File: src/i2csc_pkg.sv
// i2csc_pkg: offsets, field positions, reset values and constants for the status/clear/checksum block
package i2csc_pkg;

  // ****************************************
  // register offsets (byte addresses)
  // ****************************************
  localparam logic [7:0] OFS_CTRL     = 8'h00;
  localparam logic [7:0] OFS_STATUS   = 8'h18;
  localparam logic [7:0] OFS_CLEAR    = 8'h1c;
  localparam logic [7:0] OFS_CHECKSUM = 8'h20;

  // ****************************************
  // control register fields
  // ****************************************
  localparam int CTRL_PERIPH_EN  = 0;
  localparam int CTRL_CHECKSUM_EN = 1;
  localparam int CTRL_HOST_ADDR_EN = 2;
  localparam int CTRL_ALERT_EN   = 3;
  localparam int CTRL_W          = 4;

  // ****************************************
  // status and clear bit positions
  // ****************************************
  localparam int BIT_ADDR_MATCH = 3;
  localparam int BIT_NAK        = 4;
  localparam int BIT_STOP       = 5;
  localparam int BIT_BUS_ERR    = 8;
  localparam int BIT_ARB_LOST   = 9;
  localparam int BIT_OVERRUN    = 10;
  localparam int BIT_CKS_ERR    = 11;
  localparam int BIT_TIMEOUT    = 12;
  localparam int BIT_ALERT      = 13;
  localparam int BIT_BUSY       = 15;
  localparam int BIT_DIR        = 16;
  localparam int BIT_CODE_LO    = 17;
  localparam int BIT_CODE_HI    = 23;

  // ****************************************
  // reset values
  // ****************************************
  localparam logic [CTRL_W-1:0] RST_CTRL     = 4'h0;
  localparam logic [7:0]        RST_CHECKSUM = 8'h00;
  localparam logic [6:0]        RST_CODE     = 7'h00;
  localparam logic [31:0]       RST_RDATA    = 32'h0000_0000;

  // ****************************************
  // checksum polynomial x^8 + x^2 + x + 1
  // ****************************************
  localparam logic [7:0] CKS_POLY = 8'h07;

  // synchroniser depth for pin inputs
  localparam int SYNC_STAGES = 2;

endpackage : i2csc_pkg

File: src/i2csc_crc8.sv
// i2csc_crc8: one-byte step of the 8-bit bus checksum, purely combinational
`timescale 1ns/10ps
module i2csc_crc8 (
  // running value and new byte
  input  wire logic [7:0] crc_in,
  input  wire logic [7:0] data_in,
  // value after the byte
  output logic [7:0]      crc_out
);

  // msb-first shift, one bit per loop pass
  always_comb begin
    logic [7:0] c;
    c = crc_in ^ data_in;
    for (int i = 0; i < 8; i++) begin
      if (c[7]) begin
        c = {c[6:0], 1'b0} ^ i2csc_pkg::CKS_POLY;
      end else begin
        c = {c[6:0], 1'b0};
      end
    end
    crc_out = c;
  end

endmodule : i2csc_crc8

File: src/i2csc_sync2.sv
// i2csc_sync2: two flip-flop synchroniser for one asynchronous pin
`timescale 1ns/10ps
module i2csc_sync2 #(
  parameter logic RST_VAL = 1'b1
) (
  // clock and reset
  input  wire logic clk,
  input  wire logic rst,
  // pin in, synchronised level out
  input  wire logic pin_async,
  output logic      pin_sync
);

  typedef struct packed {
    logic meta;
    logic stable;
  } i2csc_sync_s;

  i2csc_sync_s s_q;
  i2csc_sync_s s_d;

  // first stage feeds only the second stage
  always_comb begin
    s_d        = s_q;
    s_d.meta   = pin_async;
    s_d.stable = s_q.meta;
  end

  // constant reset keeps the idle-high pin from faking an edge
  always_ff @(posedge clk) begin
    if (rst) begin
      s_q <= '{meta: RST_VAL, stable: RST_VAL};
    end else begin
      s_q <= s_d;
    end
  end

  assign pin_sync = s_q.stable;

endmodule : i2csc_sync2

File: src/i2csc_top.sv
// i2csc_top: upper status flags, write-one-to-clear register and checksum value of the bus controller
// ****************************************
// How it works
// - checksum byte unlike the running checksum sets status bit 11
// - a mismatching checksum byte is answered with a not-acknowledge
// - without bus-management support bits 11-13 and their clears read zero
// - bus timeout or external clock-low timeout sets status bit 12
// - alert pin falling edge sets bit 13 when host address and alert enabled
// - start sets busy bit 15; stop or disable clears it
// - each address match loads bit 16: 0 write/slave receives, 1 read
// - each address match loads the received address code into bits 23:17
// - ten-bit headers store the address part after the first two bits
// - clear bit 3 clears address match flag and the start request
// - clear bit 4 clears the not-acknowledge received flag
// - clear bit 5 clears the stop seen flag
// - clear bits 8, 9, 10 clear bus error, arbitration lost, overrun
// - clear bits 11, 12, 13 clear checksum mismatch, timeout, alert
// - with checksum enabled, checksum register bits 7:0 show the running value
// - running checksum returns to zero while the peripheral is disabled
// - overrun flag cleared by its clear bit or while disabled
// - a received address matching a valid own address sets the match flag
// - a not-acknowledge after a transmitted byte sets the nak flag
// ****************************************
`timescale 1ns/10ps
module i2csc_top #(
  parameter logic SMBUS_SUPPORTED = 1'b1
) (
  // clock and reset
  input  wire logic        clk,
  input  wire logic        rst,
  // register port
  input  wire logic [7:0]  reg_addr,
  input  wire logic [31:0] reg_wdata,
  input  wire logic        reg_wr,
  input  wire logic        reg_rd,
  output logic [31:0]      reg_rdata,
  // bus events from the protocol engine
  input  wire logic        ev_start,
  input  wire logic        ev_stop,
  input  wire logic        ev_addr_match,
  input  wire logic        ev_addr_read,
  input  wire logic        ev_addr_ten_bit,
  input  wire logic [7:0]  ev_addr_byte,
  input  wire logic        ev_nak_after_tx,
  input  wire logic        ev_bus_error,
  input  wire logic        ev_arb_lost,
  input  wire logic        ev_overrun,
  input  wire logic        ev_bus_timeout,
  input  wire logic        ev_clk_low_timeout,
  // bytes seen on the bus
  input  wire logic        byte_valid,
  input  wire logic [7:0]  byte_data,
  input  wire logic        byte_is_checksum,
  // alert pin
  input  wire logic        alert_pin_n,
  // to the protocol engine and control logic
  output logic             nak_request,
  output logic             start_request_clear,
  output logic             peripheral_enable,
  output logic             checksum_enable
);

  // ****************************************
  // state
  // ****************************************
  typedef struct packed {
    // software control bits
    logic [i2csc_pkg::CTRL_W-1:0] ctrl;
    // sticky event and error flags
    logic        addr_match_flag;
    logic        nak_received_flag;
    logic        stop_seen_flag;
    logic        bus_error_flag;
    logic        arb_lost_flag;
    logic        overrun_flag;
    logic        checksum_mismatch_flag;
    logic        timeout_error_flag;
    logic        alert_seen_flag;
    // bus state and the last address record
    logic        line_occupied_flag;
    logic        transfer_direction_flag;
    logic [6:0]  matched_address_code;
    // running checksum and alert edge history
    logic [7:0]  checksum;
    logic        alert_prev;
    // registered outputs
    logic [31:0] rdata;
    logic        nak_req;
    logic        start_clr;
  } i2csc_state_s;

  i2csc_state_s s_q;
  i2csc_state_s s_d;

  // nets between the helpers and the next-state logic
  logic       alert_sync;
  logic [7:0] checksum_next;
  logic [31:0] status_word;
  logic        wr_clear;
  logic        en;
  logic        smb_en;
  logic        alert_fall;
  logic        cks_bad;

  // ****************************************
  // helpers
  // ****************************************
  // alert pin passes two flops before the edge detector sees it
  i2csc_sync2 #(
    .RST_VAL  (1'b1)
  ) u_alert_sync (
    .clk      (clk),
    .rst      (rst),
    .pin_async(alert_pin_n),
    .pin_sync (alert_sync)
  );

  // running checksum advanced by one byte
  i2csc_crc8 u_crc (
    .crc_in (s_q.checksum),
    .data_in(byte_data),
    .crc_out(checksum_next)
  );

  // decoded strobes and qualifiers
  // writes need no qualifier: the slave never stalls the master
  assign en         = s_q.ctrl[i2csc_pkg::CTRL_PERIPH_EN];
  assign smb_en     = SMBUS_SUPPORTED & en;
  assign wr_clear   = reg_wr && (reg_addr == i2csc_pkg::OFS_CLEAR);
  // pin idles high, so a low after a high is the falling edge
  assign alert_fall = s_q.alert_prev & ~alert_sync;
  // checksum byte compared against the value built from the bytes before it
  assign cks_bad    = en && byte_valid && byte_is_checksum
                      && (byte_data != s_q.checksum);

  // ****************************************
  // status word as read by software
  // ****************************************
  // lower bits 0-2, 6 and 7 live elsewhere and read zero here
  always_comb begin
    status_word = 32'h0000_0000;
    status_word[i2csc_pkg::BIT_ADDR_MATCH] = s_q.addr_match_flag;
    status_word[i2csc_pkg::BIT_NAK]        = s_q.nak_received_flag;
    status_word[i2csc_pkg::BIT_STOP]       = s_q.stop_seen_flag;
    status_word[i2csc_pkg::BIT_BUS_ERR]    = s_q.bus_error_flag;
    status_word[i2csc_pkg::BIT_ARB_LOST]   = s_q.arb_lost_flag;
    status_word[i2csc_pkg::BIT_OVERRUN]    = s_q.overrun_flag;
    // bus-management flags forced low without support
    status_word[i2csc_pkg::BIT_CKS_ERR]    = SMBUS_SUPPORTED & s_q.checksum_mismatch_flag;
    status_word[i2csc_pkg::BIT_TIMEOUT]    = SMBUS_SUPPORTED & s_q.timeout_error_flag;
    status_word[i2csc_pkg::BIT_ALERT]      = SMBUS_SUPPORTED & s_q.alert_seen_flag;
    // bus state record, never cleared by software
    status_word[i2csc_pkg::BIT_BUSY]       = s_q.line_occupied_flag;
    status_word[i2csc_pkg::BIT_DIR]        = s_q.transfer_direction_flag;
    status_word[i2csc_pkg::BIT_CODE_HI:i2csc_pkg::BIT_CODE_LO] = s_q.matched_address_code;
  end

  // ****************************************
  // next state
  // ****************************************
  always_comb begin
    s_d = s_q;
    s_d.nak_req   = 1'b0;
    s_d.start_clr = 1'b0;
    s_d.alert_prev = alert_sync;

    // control register write; the only write that stores a value
    if (reg_wr && (reg_addr == i2csc_pkg::OFS_CTRL)) begin
      s_d.ctrl = reg_wdata[i2csc_pkg::CTRL_W-1:0];
    end

    // write-one-to-clear; a zero leaves its flag alone
    // the clear register keeps no storage of its own
    if (wr_clear) begin
      if (reg_wdata[i2csc_pkg::BIT_ADDR_MATCH]) begin
        s_d.addr_match_flag = 1'b0;
        s_d.start_clr       = 1'b1;
      end
      if (reg_wdata[i2csc_pkg::BIT_NAK]) begin
        s_d.nak_received_flag = 1'b0;
      end
      if (reg_wdata[i2csc_pkg::BIT_STOP]) begin
        s_d.stop_seen_flag = 1'b0;
      end
      if (reg_wdata[i2csc_pkg::BIT_BUS_ERR]) begin
        s_d.bus_error_flag = 1'b0;
      end
      if (reg_wdata[i2csc_pkg::BIT_ARB_LOST]) begin
        s_d.arb_lost_flag = 1'b0;
      end
      if (reg_wdata[i2csc_pkg::BIT_OVERRUN]) begin
        s_d.overrun_flag = 1'b0;
      end
      // clears above bit 10 are reserved without support
      if (reg_wdata[i2csc_pkg::BIT_CKS_ERR] && SMBUS_SUPPORTED) begin
        s_d.checksum_mismatch_flag = 1'b0;
      end
      if (reg_wdata[i2csc_pkg::BIT_TIMEOUT] && SMBUS_SUPPORTED) begin
        s_d.timeout_error_flag = 1'b0;
      end
      if (reg_wdata[i2csc_pkg::BIT_ALERT] && SMBUS_SUPPORTED) begin
        s_d.alert_seen_flag = 1'b0;
      end
    end

    // hardware sets come after the clears so a same-cycle event survives
    if (en) begin
      if (ev_addr_match) begin
        s_d.addr_match_flag         = 1'b1;
        s_d.transfer_direction_flag = ev_addr_read;
        // ten-bit header: drop the two leading header bits
        if (ev_addr_ten_bit) begin
          s_d.matched_address_code = {2'b00, ev_addr_byte[5:1]};
        end else begin
          s_d.matched_address_code = ev_addr_byte[7:1];
        end
      end
      // plain event flags: set here, cleared by software or disable
      if (ev_nak_after_tx) begin
        s_d.nak_received_flag = 1'b1;
      end
      if (ev_stop) begin
        s_d.stop_seen_flag = 1'b1;
      end
      if (ev_bus_error) begin
        s_d.bus_error_flag = 1'b1;
      end
      if (ev_arb_lost) begin
        s_d.arb_lost_flag = 1'b1;
      end
      if (ev_overrun) begin
        s_d.overrun_flag = 1'b1;
      end
      // start then stop in one cycle leaves the line free
      if (ev_start) begin
        s_d.line_occupied_flag = 1'b1;
      end
      if (ev_stop) begin
        s_d.line_occupied_flag = 1'b0;
      end
    end

    // bus-management events, inert without support
    if (smb_en) begin
      if (cks_bad) begin
        s_d.checksum_mismatch_flag = 1'b1;
        s_d.nak_req                = 1'b1;
      end
      // either timeout source lands on the same flag
      if (ev_bus_timeout || ev_clk_low_timeout) begin
        s_d.timeout_error_flag = 1'b1;
      end
      if (alert_fall && s_q.ctrl[i2csc_pkg::CTRL_HOST_ADDR_EN]
          && s_q.ctrl[i2csc_pkg::CTRL_ALERT_EN]) begin
        s_d.alert_seen_flag = 1'b1;
      end
    end

    // running checksum: every data byte folds in, the checksum byte restarts it
    // the checksum byte itself is compared, never folded in
    if (en && byte_valid) begin
      if (byte_is_checksum) begin
        s_d.checksum = i2csc_pkg::RST_CHECKSUM;
      end else begin
        s_d.checksum = checksum_next;
      end
    end else if (en && ev_stop) begin
      // a frame ended without its checksum must not leak into the next
      s_d.checksum = i2csc_pkg::RST_CHECKSUM;
    end

    // disabling wipes every flag except direction, and the checksum
    // disable wins over every set above; direction and code keep value
    if (!en) begin
      s_d.addr_match_flag        = 1'b0;
      s_d.nak_received_flag      = 1'b0;
      s_d.stop_seen_flag         = 1'b0;
      s_d.bus_error_flag         = 1'b0;
      s_d.arb_lost_flag          = 1'b0;
      s_d.overrun_flag           = 1'b0;
      s_d.checksum_mismatch_flag = 1'b0;
      s_d.timeout_error_flag     = 1'b0;
      s_d.alert_seen_flag        = 1'b0;
      s_d.line_occupied_flag     = 1'b0;
      s_d.checksum               = i2csc_pkg::RST_CHECKSUM;
    end

    // read data stand only in the cycle after the strobe
    s_d.rdata = i2csc_pkg::RST_RDATA;
    if (reg_rd) begin
      case (reg_addr)
        i2csc_pkg::OFS_CTRL: begin
          s_d.rdata = {28'h000_0000, s_q.ctrl};
        end
        i2csc_pkg::OFS_STATUS: begin
          s_d.rdata = status_word;
        end
        i2csc_pkg::OFS_CLEAR: begin
          s_d.rdata = i2csc_pkg::RST_RDATA;
        end
        i2csc_pkg::OFS_CHECKSUM: begin
          // value hidden while checksumming is off
          if (s_q.ctrl[i2csc_pkg::CTRL_CHECKSUM_EN]) begin
            s_d.rdata = {24'h00_0000, s_q.checksum};
          end
        end
        // unmapped addresses fall here and read zero
        default: begin
          s_d.rdata = i2csc_pkg::RST_RDATA;
        end
      endcase
    end
  end

  // ****************************************
  // registers
  // ****************************************
  // one flop bank for all state; reset is synchronous like the rest
  // and loads constants only, so no reset path reads live logic
  always_ff @(posedge clk) begin
    if (rst) begin
      s_q <= '{
        ctrl:                    i2csc_pkg::RST_CTRL,
        matched_address_code:    i2csc_pkg::RST_CODE,
        checksum:                i2csc_pkg::RST_CHECKSUM,
        alert_prev:              1'b1,
        rdata:                   i2csc_pkg::RST_RDATA,
        default:                 1'b0
      };
    end else begin
      s_q <= s_d;
    end
  end

  // ****************************************
  // outputs, all straight from flops
  // ****************************************
  // nothing combinational reaches a pin, so no glitch leaves the block
  assign reg_rdata           = s_q.rdata;
  assign nak_request         = s_q.nak_req;
  assign start_request_clear = s_q.start_clr;
  assign peripheral_enable   = s_q.ctrl[i2csc_pkg::CTRL_PERIPH_EN];
  assign checksum_enable     = s_q.ctrl[i2csc_pkg::CTRL_CHECKSUM_EN];

endmodule : i2csc_top
File: config.mk
export PLATFORM = sky130hd
export DESIGN_NAME = i2csc_top
export DESIGN_NICKNAME = d
export VERILOG_FILES = /design/src/i2csc_pkg.sv /design/src/i2csc_crc8.sv /design/src/i2csc_sync2.sv /design/src/i2csc_top.sv
export SDC_FILE = /design/constraint.sdc
export NUM_CORES = 1
export LEC_CHECK = 0
export ABC_AREA = 1
export BUFFER_PORTS_ARGS = -buffer_cell sky130_fd_sc_hd__buf_2
export CORE_MARGIN = 2
export CORE_UTILIZATION = 48
export CTS_BUF_LIST = sky130_fd_sc_hd__clkbuf_4 sky130_fd_sc_hd__clkbuf_8 sky130_fd_sc_hd__clkbuf_16
export CTS_CLUSTER_SIZE = 20
export DETAILED_ROUTE_END_ITERATION = 8
export PLACE_DENSITY = 0.8
export SETUP_SLACK_MARGIN = 0.1
export SLEW_MARGIN = 20
export SYNTH_ARGS = -nofsm -noshare
export SYNTH_HDL_FRONTEND = slang
export SYNTH_SLANG_ARGS = --single-unit
File: constraint.sdc
create_clock -name clk -period 1.85 [get_ports clk]
set_input_delay 0.185 -clock clk [delete_from_list [all_inputs] [get_ports clk]]
set_output_delay 0.185 -clock clk [all_outputs]
set_load 0.02 [all_outputs]
======== Yosys cells after proc, flatten, opt, wreduce, memory -nomap -nowiden ========
Index checks and enable logic that the tools add are counted.
storage, ports and cells
  flip-flop bits (word level) ............. 67
  input bits .............................. 74
  logic and storage cells ................. 119
operators by class
  bitwise operators ....................... 14
  mux-type cells .......................... 37
  reductions and logical operators ........ 44
  equality and inequality tests ........... 4
operators by type and width
  operator              number
  $pmux W24 S3          1
  $reduce_bool A2 Y1    20
  $mux W8               4
  $mux W3               8
  $not A3 Y3            8
  $mux W1               22
  $reduce_and A2 Y1     11
  $eq A8 B5 Y1 const B  2
  $mux W9               1
  $eq A8 B6 Y1 const B  1
  $logic_and A1 B1 Y1   8
  $logic_not A8 Y1      1
  $ne A8 B8 Y1          1
  $xor A8 B8 Y8         1
  $mux W7               1
  $reduce_or A2 Y1      3
  $not A1 Y1            4
  $and A1 B1 Y1         1
  $logic_or A1 B1 Y1    1

======== Longest topological paths before layout ========
  depth in word-level cells ............... 19
  depth in mapped cells ................... 10

======== Cells and area by module ========
From an unflattened synthesis, not the netlist that was laid out.
unflattened totals
  cell total of the unflattened synthesis .. 414
  area total of the unflattened synthesis .. 2,939.1 um^2
modules (own cells, without submodules)
  module       seq. area each (um^2)  area each (um^2)  instances  cells each
  i2csc_top    1,121.1                2,497.4           1          327
  i2csc_crc8   0.0                    382.9             1          80
  i2csc_sync2  40.0                   58.8              1          7

======== Least setup slack after synthesis ========
No wires, ideal clock.
  path kind ............................... reg2reg
  start ................................... reg s_q[37] (netlist name)
  end ..................................... reg s_q[38] (netlist name)
  data arrival time ....................... 1,288 ps
  cell stages (with the launch flop) ...... 7
  setup slack ............................. 436 ps
  path buffers ............................ 0
  clock period less this slack ............ 1,414 ps
  path through ............................ dfxtp_1 -> xor2_1 -> inv_2 -> ha_1 -> or2_1 -> nand3_1 -> a21oi_1
between the ends
  longest elaborated chain between the ends .. 6
ends and longest elaborated chain
  element                      line              text
  start: declaration           i2csc_top.sv:92   i2csc_state_s s_q;
  start signal: assignment     i2csc_top.sv:322  s_q <= '{
  $xor A8 B8 Y8 (*)            i2csc_crc8.sv:14  c = crc_in ^ data_in;
  $mux W3 (*)                  i2csc_crc8.sv:16  if (c[7]) begin
  $not A3 Y3 (no source line)  -
  $mux W3 (*)                  i2csc_crc8.sv:16
  $mux W8 (*)                  i2csc_top.sv:262  if (byte_is_checksum) begin
  $mux W8 (*)                  i2csc_top.sv:261  if (en && byte_valid) begin
Every way passes the cells marked *; elsewhere a longest branch is shown, timed or not.
A chain may end at the register's enable or synchronous reset.

======== Worst setup path after layout ========
Ends and elaborated chain as after synthesis.

==> qor.yml <==
outcome:
  status: "complete, no violations"
die:
  fp.dieW_um: 79.1
  ios: 110
  die_h_um: 79.1
  design.die.area_um2: 6260
  design.core.area_um2: 5470
  start_util: 0.495
  num_rows: 27
worst_setup_path:
  r2r_setup_slack_ns: 0.30
  reg2reg_to: "s_q[38]"
  critPathCaptureType: "flop"
  cp.buffers_inverters: 1
  startpoint: "s_q[37]"
  cp.required_ns: 2.04
  crit_slowest_cell: "dfxtp_1"
  cpLargestDelayFamily: "flip-flops"
  arrival_ns: 1.74
  crit_chain: "xor2_1 > inv_2 > ha_1 > or2_1 > nand3_1 > a21oi_1"
  slowest_delay_ns: 0.37
  critPathMaxFanout: 4
  r2r_start: "s_q[37]"
  r2r_cells: 6
  path_class: "reg2reg"
  critPathLaunchType: "flop"
global_routing:
  grt_max_degree: 19
  antenna_found_initial: 0
  grt_pass1_wl_um: 9250
  grt-ovfl-total: 0
  track_usage: 0.193
  grt_pass1_vias: 2145
timing:
  finalCritPeriodShare: 0.839
  rsz0062_at_grt: "false"
  post-route-min-period_ns: 1.55
  fin_skew_ns: 0.00396
  tightest_slew_ns: 0.648
  finalHoldViolCount: 0
  fmax_ghz: 0.644
  slew_violations: 0
  setup_viol: 0
  whs_ns: 0.0512
  setup_tns_ns: 0
  maxSlewHeadroom: 0.567
  setup_slack_ns: 0.298
hold_path:
  hp-start: "alert_pin_n"
  holdPathEnd: "u_alert_sync.s_d[0]"
  hold_depth: 2
  hp-class: "in2reg"
placement:
  dp_hpwl_um: 4230
  portBuffers: 79
  routabilityCongestion: 0.844
  pre_cts_ws_ns: 0.324
synthesis:
  ys_warn_count: 0
  synth_area_per_cell_um2: 7.78
  ys_ff_latch: 58
  synthDistinctLibCells: 37
  seq_area_frac_synth: 0.429
  synth_ff_type: "dfxtp_1"
  synth_top_cells_by_area: "dfxtp_1 43%, nand2_1 12%, buf_4 9.2%"
  synth_top_area_cell: "dfxtp_1"
  async_reset_ff_frac: 0
  synth_top_area_frac: 0.429
  synth_cells: 348
  syn_area_um2: 2710
  synth_edf_count: 0
cts:
  cts-root-buf: "clkbuf_8"
  postCtsSetupBuffers: 0
  ctsLongestPathBuffers: 2
  clock_latency_ns: 0.33
  cts_resized: 0
  cts_hold_buf: 0
  cts_tree: "built"
  cts_max_level: 3
  clk_pin_slew_ns: 0.06
  cts_made_buffers: 9
  clkSinkCount: 58
run:
  cap_violations: 0
pwr:
  power.total_uw: 2660
  power_leakage_uw: 0.00141
  ir_drop_v: 0.000445
  power_density_nw_per_um2: 840
routing:
  drt-vias-per-instance: 4.85
  wire_per_inst_um: 11.8
  ant_nets: 0
  num_vias: 2355
  drc_errors: 0
  wl_um: 5730
  first_pass_iters: 4
  drtIter0Drc: 44
cells_and_area:
  final.fill_count: 525
  area_growth_pct: 17.2
  final_layout_size_suffix_gt1_frac: 0.297
  fin_nets: 486
  diodes: 0
-- cell families after synthesis --
logic type | after synthesis | synth area share
xor+xnor | 11 | 0.0439
simple gates | 159 | 0.275
compound gates | 48 | 0.0971
flops | 58 | 0.429
fa+ha+maj | 2 | 0.00924
buf+inv | 69 | 0.144
other cells | 1 | 0.00139
-- Yosys cell counts (2+ instances only) --
master	count
nand3b_1	2
a21oi_1	29
o21ai_0	8
xnor2_1	4
inv_1	24
buf_2	2
inv_2	7
nand2_2	2
xor2_1	4
nand3_1	23
buf_4	33
or2_1	2
nand2_1	84
o21ai_1	4
nor2_1	23
dfxtp_1	58
nor2_4	4
o21ai_2	2
nor3_1	8
nand4_1	3
xnor2_2	3
ha_1	2
a21oi_2	2
or2_2	2
-- stage by stage --
step / instance area, um2 / instances / util
final: 3170 / 486 / 0.580
after detailed placement: 2960 / 471 / 0.542
after global routing: 3170 / 486 / 0.580
after CTS: 3170 / 486 / 0.580
after global placement: 2960 / 471 / 0.542
after floorplan: 2740 / 356 / -
-- placed cells by master (no fill, tap or decap), types with 2 or more instances in the layout --
| cell | count |
|---|---|
| a21oi_1 | 29 |
| a21oi_2 | 2 |
| buf_2 | 79 |
| clkbuf_8 | 12 |
| conb_1 | 9 |
| dfxtp_1 | 58 |
| ha_1 | 2 |
| inv_1 | 24 |
| inv_2 | 7 |
| nand2_1 | 84 |
| nand2_2 | 2 |
| nand3_1 | 23 |
| nand3b_1 | 2 |
| nand4_1 | 3 |
| nor2_1 | 23 |
| nor2_4 | 4 |
| nor3_1 | 8 |
| o21ai_0 | 8 |
| o21ai_1 | 4 |
| o21ai_2 | 2 |
| or2_1 | 2 |
| or2_2 | 2 |
| xnor2_1 | 4 |
| xnor2_2 | 3 |
| xor2_1 | 4 |
-- worst max path at each step --
stage | to | slack (ns) | depth (start not counted)
after floorplan | s_q[38] | 0.44 | 6
after CTS | s_q[38] | 0.30 | 6
final | s_q[38] | 0.30 | 6
after detailed placement | s_q[38] | 0.32 | 6
after global routing | s_q[38] | 0.20 | 6
after global placement | s_q[38] | 0.33 | 6
-- state kept, by name (all words and copies together) (netlist names) --
register               cells
s_q                       29
u_alert_sync.s_d           1
nak_request                1
reg_rdata                 23
start_request_clear        1
u_alert_sync.pin_sync      1
checksum_enable            1
peripheral_enable          1
-- worst reg2reg max path, delay by kind of cell, from the launching register on --
kind	cells	cell delay, ns
flops	1	0.37
simple gates	2	0.29
xor+xnor	1	0.30
compound gates	1	0.06
fa+ha+maj	1	0.30
buf+inv	1	0.10
-- metal layers --
layer  vias up  wire length [um]  share of wire  global-route usage
li1       1200                 -              -                   -
met1      1087              2440           0.43               0.217
met2        60              2880           0.50               0.332
met3         8               326          0.057              0.0648
met4         0                78          0.014              0.0810
met5         -                 0              0                   0
-- cell type report --
class | count | area, um2 | share of cell area
multi-input cells | 229 | 1180 | 0.374
well taps | 72 | 90.1 | 0.0284
inverters | 32 | 125 | 0.0394
flip-flops and latches | 58 | 1160 | 0.366
clock buffers | 13 | 173 | 0.0544
repair buffers | 80 | 403 | 0.127
clock inverters | 2 | 35.0 | 0.0110
-- where the power goes --
| part | internal, uW | switching [uW] | total, uW | leakage, uW |
|---|---|---|---|---|
| clock | 737 | 465 | 1200 | 0.000109 |
| sequential | 1250 | 1.04 | 1250 | 0.000468 |
| combinational | 82.4 | 126 | 209 | 0.000835 |
Power figures use the tool's default switching activity.
